==> src/verilog/arc_pkg.sv <==
package arc_pkg;

  // Time base: one tick per millisecond at 100 MHz
  localparam int unsigned CLK_PERIOD_NS = 10;
  localparam int unsigned TICK_PERIOD_NS = 1000000;
  localparam int unsigned TICK_CYCLES = TICK_PERIOD_NS / CLK_PERIOD_NS;
  localparam int unsigned TICK_CNT_W = 17;

  // Timer widths in milliseconds
  localparam int unsigned MS_W = 16;
  localparam int unsigned SHOT_W = 3;
  localparam logic [SHOT_W-1:0] MAX_SHOTS = 3'h6;
  localparam logic [MS_W-1:0] BRK_SUPERV_MS = 16'h00c8;

  // Reset values
  localparam logic [SHOT_W-1:0] SHOT_RST = 3'h0;
  localparam logic [MS_W-1:0] TIMER_RST = 16'h0000;

  typedef enum logic [3:0] {
    ARC_STANDBY,
    ARC_MAN_HOLD,
    ARC_READY,
    ARC_RUNNING,
    ARC_WAIT_OPEN,
    ARC_DEAD,
    ARC_RECLOSING,
    ARC_RECLAIM,
    ARC_BLOCKED,
    ARC_LOCKOUT
  } arc_state_t;

  // Programmed settings, all times in milliseconds
  typedef struct packed {
    logic enable;
    logic ready_input_used;
    logic [SHOT_W-1:0] shots;
    logic [MS_W-1:0] man_hold_ms;
    logic [MS_W-1:0] fault_ms;
    logic [MS_W-1:0] dead_ms;
    logic [MS_W-1:0] reclose_superv_ms;
    logic [MS_W-1:0] reclaim_ms;
    logic [MS_W-1:0] lockout_reset_ms;
  } arc_cfg_t;

  // Breaker and protection inputs, already synchronous to clk_in
  typedef struct packed {
    logic breaker_closed;
    logic breaker_ready;
    logic init_pickup;
    logic init_trip;
    logic general_trip;
    logic block;
    logic rate_exceeded;
    logic breaker_fail;
    logic manual_close;
    logic lockout_reset;
    logic service_alarm;
  } arc_sense_t;

  typedef struct packed {
    logic reclose_cmd;
    logic [SHOT_W-1:0] shot;
    logic successful;
    logic failed;
    arc_state_t state;
  } arc_status_t;

endpackage

==> src/verilog/arc_sequencer.sv <==
`timescale 1ns/100ps
module arc_sequencer #(
  parameter int unsigned TICK_CYCLES_P = arc_pkg::TICK_CYCLES
) (
  input wire logic clk_in,
  input wire logic rst_n_in,
  input wire logic sync_clear_in,
  input wire arc_pkg::arc_cfg_t cfg_in,
  input wire arc_pkg::arc_sense_t sense_in,
  output arc_pkg::arc_status_t status_out
);
  import arc_pkg::*;

  ////////////////////////////////////////////////////////////////////////////
  // State

  typedef struct packed {
    arc_state_t state;
    logic [MS_W-1:0] timer;
    logic [MS_W-1:0] fault_timer;
    logic [SHOT_W-1:0] shot;
    logic reclose;
    logic successful;
    logic failed;
    logic reset_seen;
    logic [1:0] brk_prev;
  } arc_seq_st_t;

  arc_seq_st_t s_q;
  arc_seq_st_t s_d;
  logic tick;
  logic [SHOT_W-1:0] shot_limit;
  logic timer_done;
  logic fault_done;
  logic lock_cond;
  logic brk_rise;

  // Counts down on each tick and holds at zero; timer_done reports expiry
  function automatic logic [MS_W-1:0] count_down(input logic [MS_W-1:0] t, input logic en);
    count_down = (en && t != '0) ? t - 1'b1 : t;
  endfunction

  arc_tick #(
    .CYCLES(TICK_CYCLES_P)
  ) u_tick (
    .clk_in(clk_in),
    .rst_n_in(rst_n_in),
    .tick_out(tick)
  );

  ////////////////////////////////////////////////////////////////////////////
  // Next state

  // Over-range settings clamp rather than wrap, so a bad setting still locks out
  assign shot_limit = (cfg_in.shots > MAX_SHOTS) ? MAX_SHOTS : cfg_in.shots;
  assign timer_done = (s_q.timer == '0);
  assign fault_done = (s_q.fault_timer == '0);
  // Service alarm deliberately absent from this term
  assign lock_cond = sense_in.rate_exceeded || sense_in.manual_close;
  assign brk_rise = sense_in.breaker_closed && !s_q.brk_prev[0];

  always_comb begin
    s_d = s_q;
    s_d.reclose = 1'b0;
    s_d.brk_prev = {s_q.brk_prev[0], sense_in.breaker_closed};
    s_d.timer = count_down(s_q.timer, tick);
    s_d.fault_timer = count_down(s_q.fault_timer, tick);
    unique case (s_q.state)
      ARC_STANDBY: begin
        if (cfg_in.enable && sense_in.block) begin
          s_d.state = ARC_BLOCKED;
        end else if (brk_rise) begin
          s_d.state = ARC_MAN_HOLD;
          s_d.timer = cfg_in.man_hold_ms;
        end
      end
      ARC_MAN_HOLD: begin
        // Trips here are ignored; only the timer decides
        if (timer_done) begin
          s_d.state = sense_in.breaker_closed ? ARC_READY : ARC_STANDBY;
        end
      end
      ARC_READY: begin
        if (!sense_in.breaker_closed) begin
          s_d.state = ARC_STANDBY;
        end else if (cfg_in.enable && sense_in.block) begin
          s_d.state = ARC_BLOCKED;
        end else if (cfg_in.enable && (sense_in.init_pickup || sense_in.init_trip)) begin
          s_d.state = ARC_RUNNING;
          s_d.fault_timer = cfg_in.fault_ms;
          s_d.shot = SHOT_RST;
          s_d.successful = 1'b0;
          s_d.failed = 1'b0;
        end
      end
      ARC_RUNNING: begin
        if (sense_in.block) begin
          s_d.state = ARC_BLOCKED;
        end else if (lock_cond || fault_done) begin
          s_d.state = ARC_LOCKOUT;
        end else if (sense_in.init_trip) begin
          s_d.state = ARC_WAIT_OPEN;
          s_d.timer = BRK_SUPERV_MS;
        end
      end
      ARC_WAIT_OPEN: begin
        if (sense_in.block) begin
          s_d.state = ARC_BLOCKED;
        end else if (!sense_in.breaker_closed) begin
          s_d.state = ARC_DEAD;
          s_d.timer = cfg_in.dead_ms;
        end else if (lock_cond || sense_in.breaker_fail || timer_done) begin
          s_d.state = ARC_LOCKOUT;
        end
      end
      ARC_DEAD: begin
        if (sense_in.block) begin
          s_d.state = ARC_BLOCKED;
        end else if (lock_cond || sense_in.breaker_closed) begin
          s_d.state = ARC_LOCKOUT;
        end else if (timer_done) begin
          if (sense_in.init_pickup || sense_in.init_trip || sense_in.general_trip) begin
            s_d.state = ARC_LOCKOUT;
          end else if (!cfg_in.ready_input_used || sense_in.breaker_ready) begin
            s_d.state = ARC_RECLOSING;
            s_d.shot = s_q.shot + 1'b1;
            s_d.reclose = 1'b1;
            s_d.timer = cfg_in.reclose_superv_ms;
          end
        end
      end
      ARC_RECLOSING: begin
        if (sense_in.block) begin
          s_d.state = ARC_BLOCKED;
        end else if (lock_cond) begin
          s_d.state = ARC_LOCKOUT;
        end else if (sense_in.breaker_closed) begin
          s_d.state = ARC_RECLAIM;
          s_d.timer = cfg_in.reclaim_ms;
        end else if (timer_done) begin
          s_d.state = ARC_LOCKOUT;
        end
      end
      ARC_RECLAIM: begin
        if (sense_in.block) begin
          s_d.state = ARC_BLOCKED;
        end else if (lock_cond) begin
          s_d.state = ARC_LOCKOUT;
        end else if (sense_in.init_pickup || sense_in.init_trip) begin
          if (s_q.shot >= shot_limit) begin
            s_d.state = ARC_LOCKOUT;
            s_d.failed = 1'b1;
          end else begin
            s_d.state = ARC_RUNNING;
            s_d.fault_timer = cfg_in.fault_ms;
          end
        end else if (timer_done) begin
          s_d.state = ARC_READY;
          s_d.successful = 1'b1;
        end
      end
      ARC_BLOCKED: begin
        if (!sense_in.block) begin
          s_d.state = sense_in.breaker_closed ? ARC_READY : ARC_STANDBY;
        end
      end
      ARC_LOCKOUT: begin
        if (!s_q.reset_seen && sense_in.lockout_reset) begin
          s_d.reset_seen = 1'b1;
          s_d.timer = cfg_in.lockout_reset_ms;
        end else if (s_q.reset_seen && timer_done) begin
          s_d.state = sense_in.breaker_closed ? ARC_READY : ARC_STANDBY;
          s_d.reset_seen = 1'b0;
        end
      end
      default: begin
        s_d.state = ARC_STANDBY;
      end
    endcase
    if (!cfg_in.enable && s_q.state != ARC_LOCKOUT) begin
      if (s_q.state != ARC_STANDBY && s_q.state != ARC_MAN_HOLD) begin
        s_d.state = sense_in.breaker_closed ? ARC_READY : ARC_STANDBY;
      end
      s_d.reclose = 1'b0;
    end
    if (sync_clear_in) begin
      s_d.state = ARC_STANDBY;
      s_d.shot = SHOT_RST;
      s_d.successful = 1'b0;
      s_d.failed = 1'b0;
      s_d.reclose = 1'b0;
      s_d.reset_seen = 1'b0;
      s_d.timer = TIMER_RST;
    end
  end

  always_ff @(posedge clk_in or negedge rst_n_in) begin
    if (!rst_n_in) begin
      s_q <= '{state: ARC_STANDBY, timer: TIMER_RST, fault_timer: TIMER_RST, shot: SHOT_RST,
               reclose: 1'b0, successful: 1'b0, failed: 1'b0, reset_seen: 1'b0, brk_prev: 2'h0};
    end else begin
      s_q <= s_d;
    end
  end

  assign status_out = '{reclose_cmd: s_q.reclose, shot: s_q.shot, successful: s_q.successful,
                        failed: s_q.failed, state: s_q.state};

  ////////////////////////////////////////////////////////////////////////////
  // Checks

  a_standby_no_reclose: assert property (@(posedge clk_in) disable iff (!rst_n_in)
    s_q.state == ARC_STANDBY |=> !s_q.reclose)
    else $error("reclose issued from standby");

  a_hold_entry: assert property (@(posedge clk_in) disable iff (!rst_n_in)
    $changed(s_q.state) && s_q.state == ARC_MAN_HOLD |-> $past(s_q.state) == ARC_STANDBY)
    else $error("hold entered from wrong state");

  a_hold_exit: assert property (@(posedge clk_in) disable iff (!rst_n_in)
    $past(s_q.state) == ARC_MAN_HOLD && s_q.state == ARC_READY |-> $past(timer_done))
    else $error("hold left before timer expiry");

  a_run_from_ready: assert property (@(posedge clk_in) disable iff (!rst_n_in)
    $past(s_q.state) == ARC_READY && s_q.state == ARC_RUNNING |-> s_q.shot == 3'h0 && $past(sense_in.breaker_closed))
    else $error("run entered incorrectly");

  a_block_enters: assert property (@(posedge clk_in) disable iff (!rst_n_in)
    s_q.state == ARC_RUNNING && sense_in.block && cfg_in.enable && !sync_clear_in |=> s_q.state == ARC_BLOCKED)
    else $error("block ignored while running");

  a_lockout_hold: assert property (@(posedge clk_in) disable iff (!rst_n_in)
    s_q.state == ARC_LOCKOUT && !s_q.reset_seen && !sync_clear_in |=> s_q.state == ARC_LOCKOUT)
    else $error("lockout left without reset");

  a_shot_then_cmd: assert property (@(posedge clk_in) disable iff (!rst_n_in)
    s_q.reclose |-> s_q.shot == $past(s_q.shot) + 3'h1 && s_q.state == ARC_RECLOSING)
    else $error("shot not incremented with reclose");

  a_cmd_single: assert property (@(posedge clk_in) disable iff (!rst_n_in)
    s_q.reclose |=> !s_q.reclose)
    else $error("reclose longer than one cycle");

  a_shot_limit: assert property (@(posedge clk_in) disable iff (!rst_n_in)
    s_q.shot <= MAX_SHOTS)
    else $error("shot counter above six");

endmodule

==> src/verilog/arc_tick.sv <==
`timescale 1ns/100ps
module arc_tick #(
  parameter int unsigned CYCLES = arc_pkg::TICK_CYCLES
) (
  input wire logic clk_in,
  input wire logic rst_n_in,
  output logic tick_out
);
  import arc_pkg::*;

  typedef struct packed {
    logic [TICK_CNT_W-1:0] cnt;
    logic tick;
  } arc_tick_st_t;

  arc_tick_st_t s_q;
  arc_tick_st_t s_d;

  always_comb begin
    s_d = s_q;
    s_d.tick = 1'b0;
    if (s_q.cnt == TICK_CNT_W'(CYCLES - 1)) begin
      s_d.cnt = '0;
      s_d.tick = 1'b1;
    end else begin
      s_d.cnt = s_q.cnt + 1'b1;
    end
  end

  always_ff @(posedge clk_in or negedge rst_n_in) begin
    if (!rst_n_in) begin
      s_q <= '0;
    end else begin
      s_q <= s_d;
    end
  end

  assign tick_out = s_q.tick;

  a_tick_single: assert property (@(posedge clk_in) disable iff (!rst_n_in)
    s_q.tick |=> !s_q.tick)
    else $error("tick lasted more than one cycle");

endmodule
==> config.mk <==
export PLATFORM = sky130hd
export DESIGN_NAME = arc_sequencer
export DESIGN_NICKNAME = d
export VERILOG_FILES = /design/src/verilog/arc_pkg.sv /design/src/verilog/arc_sequencer.sv /design/src/verilog/arc_tick.sv
export SDC_FILE = /design/constraint.sdc
export NUM_CORES = 1
export LEC_CHECK = 0
export BUFFER_PORTS_ARGS = -buffer_cell sky130_fd_sc_hd__buf_2
export CAP_MARGIN = 40
export CORE_MARGIN = 8
export CORE_UTILIZATION = 55
export DETAILED_ROUTE_END_ITERATION = 12
export PLACE_DENSITY = 0.82
export SLEW_MARGIN = 5
export SYNTH_ARGS = -nofsm -noshare
export SYNTH_HDL_FRONTEND = slang
export SYNTH_HIERARCHICAL = 1
export SYNTH_SLANG_ARGS = --single-unit
==> constraint.sdc <==
create_clock -name clk_in -period 3.26 [get_ports clk_in]
set_input_delay 0.163 -clock clk_in [delete_from_list [all_inputs] [get_ports clk_in]]
set_output_delay 0.163 -clock clk_in [all_outputs]
set_load 0.005 [all_outputs]
## Word level (Yosys, flattened, before mapping)

Cells that the tools add are included.

| word-level totals | value |
|---|---|
| flip-flop bits (word level) | 62 |
| output and inout port bits | 10 |
| logic and storage cells | 160 |

| operators by class | value |
|---|---|
| add/subtract/negate cells | 4 |
| order comparisons | 2 |
| eq/ne operators | 26 |
| multiplexer cells | 82 |
| reductions and logical operators | 35 |

Operator list:

| cell | count |
|---|---|
| 16-bit two-way mux | 18 |
| 4-bit two-way mux | 32 |
| 20-bit two-way mux | 5 |
| 16-bit case mux with 6 select lines | 1 |
| 19-bit two-way mux | 3 |
| 3-bit inequality test, second input constant | 14 |
| 4-bit case mux with 10 select lines | 1 |
| 16-bit zero test | 2 |
| 16-bit case mux with 2 select lines | 1 |
| 16-bit nonzero test | 2 |
| 16-bit by 1-bit subtractor with 16-bit output, second input constant | 2 |
| 17-bit by 1-bit adder with 17-bit output, second input constant | 1 |
| 17-bit == test, second input constant | 1 |
| 17-bit two-way mux | 1 |
| 4-bit by 3-bit == test with 1-bit output, second input constant | 4 |
| 8-bit AND reduction | 2 |
| 2-bit two-way mux | 6 |
| 1-bit two-way mux | 10 |
| 1-bit logical AND | 9 |
| 9-bit AND reduction | 1 |
| 3-bit nonzero test | 3 |
| 4-bit by 2-bit == test with 1-bit output, second input constant | 2 |
| 4-bit == test, second input constant | 2 |
| 1-bit logical OR | 8 |
| other kinds (15) | 18 |

## Longest topological paths before layout

| logic depth | value |
|---|---|
| word-level depth | 12 |
| gate-level depth with buffers | 9 |
| gate-level depth less buffers | 8 |

## By module

Netlist, hierarchy kept.

By module, submodules not included:

| module | cells each | area an instance (um^2) | seq. area each (um^2) | times used |
|---|---|---|---|---|
| arc_sequencer | 533 | 4,199.0 | 1,101.1 | 1 |
| arc_tick | 75 | 818.3 | 450.4 | 1 |

## Least setup slack after synthesis

OpenSTA, ideal clock, no wires.

| timing | value |
|---|---|
| kind | flip-flop to flip-flop |
| start | register s_q[20] (netlist name) |
| end | register s_q[32] (netlist name) |
| period minus slack after synthesis | 2.359 ns |
| slack | 0.901 ns |
| data arrival time | 2.222 ns |
| required time | 3.123 ns |
| library setup time | 0.137 ns |
| cell stages (with the launch flop) | 8 |
| path buffers | 1 |
| path through | dfrtp_1 > or4_1 > or4_4 > buf_6 > and3_4 > nand3b_4 > a211oi_2 > o32ai_1 |

==> results_dict.tcl <==
set metrics [dict create \
    setup_viol 0 \
    synth-seq-cells 62 \
    antenna_found_initial 0 \
    post_cts_resized 0 \
    critPathLaunchType "register" \
    numClockSinks 62 \
    synth_area_um2 5017 \
    grtUsageTotal_pct 25.84 \
    grt_overflow 0 \
    synth.most_common_cell "nand2_1" \
    rsz0062_at_grt "no" \
    diodes 0 \
    syn_avg_cell_area_um2 8.252 \
    routed_wl_mm 16.31 \
    synth.distinct_cells 80 \
    tns_ns 0 \
    async_reset_ff_share_pct 100.0 \
    synth_nets 731 \
    grt_max_degree 35 \
    grt_first_pass_wirelength_mm 26.61 \
    yosysSeqAreaShare_pct 30.92 \
    critPathMaxFanout 10 \
    swShare_pct 36.07 \
    stdcell_count 835 \
    internal-power_mw 1.490 \
    die_w_um 111.5 \
    worst_pin_slew_ns 0.9252 \
    crit_slowest_cell "dfrtp_1" \
    drtPass1Iterations 7 \
    ir_drop_uv 269.1 \
    num-fill-cells 776 \
    drtIter0Drc 468 \
    path_clk_slew_ns 0.07 \
    syn_to_final_growth_pct 17.48 \
    ant_nets 0 \
    synth-simple-area-share_pct 30.25 \
    cts_max_level 3 \
    cts_setup_buffers 0 \
    yosys.area.top_type "dfrtp_1" \
    power_mw 2.331 \
    dpl_cell_area_um2 5694 \
    clkPwrFrac_pct 29.0 \
    synth_common_cells "nand2_1 (73), dfrtp_1 (62), nor2_1 (51), o21ai_0 (37), a21oi_1 (27)" \
    synth_top_area_share_pct 30.92 \
    finalCriticalPeriod_ns 2.901 \
    crit_required_ns 3.45 \
    placed_cells 818 \
    seqPwrFrac_pct 41.1 \
    clkLatencyLatePin_ns 0.35 \
    cp_data_arrival_time_ns 3.10 \
    r2r_start "s_q[25]$_DFF_PN0_" \
    cts_made_buffers 9 \
    power.leakage_nw 2.411 \
    row_count 35 \
    drv_cap 0 \
    layout.nets 842 \
    synth-xor-area-share_pct 6.459 \
    route.detailed.wl_per_inst_um 19.53 \
    maxSlewViolCount 0 \
    synth_top_family_by_area "simple AND/OR/NAND/NOR gates" \
    clock.fmax_ghz 0.3448 \
    hp-class "input port to register" \
    portBuffers 123 \
    path_cells "inv_1 > ha_1 > nor3b_1 > nand4_2 > o31ai_2 > nand3_2 > o32ai_1 > a41oi_1" \
    viasPerCell 6.466 \
    die_area_um2 12430 \
    synth_area_leaders "dfrtp_1 (31%), nand2_1 (5.5%), nor2_1 (3.8%)" \
    skew_ns 0.009700 \
    synth_cells 608 \
    synth-adder-area-share_pct 2.195 \
    first_global_vias 5422 \
    hpwl_mm 12.42 \
    io_pins 125 \
    hold_viol 0 \
    gp_congestion 0.9290 \
    cts-root-buf "clkbuf_8" \
    cts_tree "done" \
    ys.flop_type "dfrtp_1" \
    die_height_um 111.5 \
    fin_area_um2 5894 \
    min_from "cfg_in[75]" \
    fin_hold_ws_ns 0.01552 \
    synth_warnings 6 \
    layout-drive-gt1-share_pct 25.55 \
    vias 5399 \
    combPwrFrac_pct 29.9 \
    status "finished clean" \
    slew_headroom_pct 38.32 \
    core_um2 9065 \
    post-route-period-util_pct 88.97 \
    power.switching_mw 0.8408 \
    power_density_nw_per_um2 395.5 \
    crit_path_max_incr_delay_ns 0.45 \
    worstSetupPathType "register to register" \
    rrSetupSlack_ns 0.36 \
    synth_compound_area_share_pct 24.11 \
    clockBufferDepth 2 \
    endpoint_kind "register" \
    initial_core_util_pct 55.35 \
    postCtsHoldBufs 1 \
    remaining_drc_errors 0 \
    synth_mux_area_share_pct 0.9975 \
    synth_edf_count 0 \
    crit_path_start "s_q[25]$_DFF_PN0_" \
]
==> power by group through the flow <==
stage,clock [mW],sequential (mW),combinational [mW]
2_1_floorplan,0,0.924,0.454
3_3_place_gp,0,0.960,0.657
3_5_place_dp,0,0.967,0.679
4_1_cts,0.684,0.954,0.686
5_1_grt,0.713,0.972,0.758
6_report,0.676,0.958,0.698
==> critical path, delay by kind of cell, from the launching register on <==
kind	cells	cell delay, ns
fa+ha+maj	1	0.21
simple gates	3	1.02
compound gates	3	0.97
buf+inv	1	0.11
flops	1	0.45
==> path summary, 6_finish.rpt <==
path / to / depth (start not counted)
max: s_q[40]$_DFF_PN0_ / 8
min: s_q[20]$_DFF_PN0_ / 3
max reg2reg: s_q[40]$_DFF_PN0_ / 8
min reg2reg: u_tick/s_q[1]$_DFF_PN0_ / 1
max in group asynchronous: s_q[10]$_DFF_PN0_ / 3
min in group asynchronous: status_out[2]$_DFF_PN0_ / 2
==> flip-flops by register name, summed over array words and instances, names as in the netlist <==
| signal | cells |
|---|---|
| u_tick/s_q | 17 |
| status_out | 10 |
| s_q | 33 |
| u_tick/tick_out | 1 |
| s_d | 1 |
==> cells by family (layout without fill, tap and decap cells) <==
kind of cell	after synthesis	count (layout)
muxes	5	5
AOI/OAI and AO/OA	177	177
adders and majority gates	9	9
and+or+nand+nor	264	264
buffers and inverters	54	170
xor gates and xnor gates	37	37
DFF	62	62
==> stage by stage <==
step	utilization [%]	setup slack, ns
detailed placement	62.82	0.4406
floorplan	-	0.9015
global route	65.02	0.1630
global placement	62.82	0.5667
CTS	65.02	0.4324
finish	65.02	0.3595
==> layout make-up <==
class / instances / area (um^2) / share of cell area, %
clock inverters: 6 / 62.56 / 1.061
repair buffers: 140 / 745.7 / 12.65
multi-input cells: 492 / 3216 / 54.55
well taps: 111 / 138.9 / 2.356
inverters: 14 / 52.55 / 0.8915
clock buffers: 10 / 127.6 / 2.165
flip-flops and latches: 62 / 1551 / 26.32
==> cells in the final DEF, fill, tap and decap left out, types with 11 or more instances in the layout <==
cell and instances:
a21oi_1 27, a222oi_1 13, a31oi_1 11, buf_2 123, buf_4 16, dfrtp_1 62, inv_1 13, nand2_1 73
nand3_1 16, nor2_1 51, nor3_1 24, o21ai_0 37, o21ai_1 17, xnor2_1 20, xor2_1 17
==> layer usage <==
layer / track usage, % / vias to the layer above / routed length (um)
li1: - / 2514 / -
met1: 30.63 / 2499 / 6574
met2: 43.68 / 337 / 7675
met3: 6.223 / 49 / 1556
met4: 11.03 / 0 / 501
met5: 0 / - / 0
(Power assumes the default switching activity.)
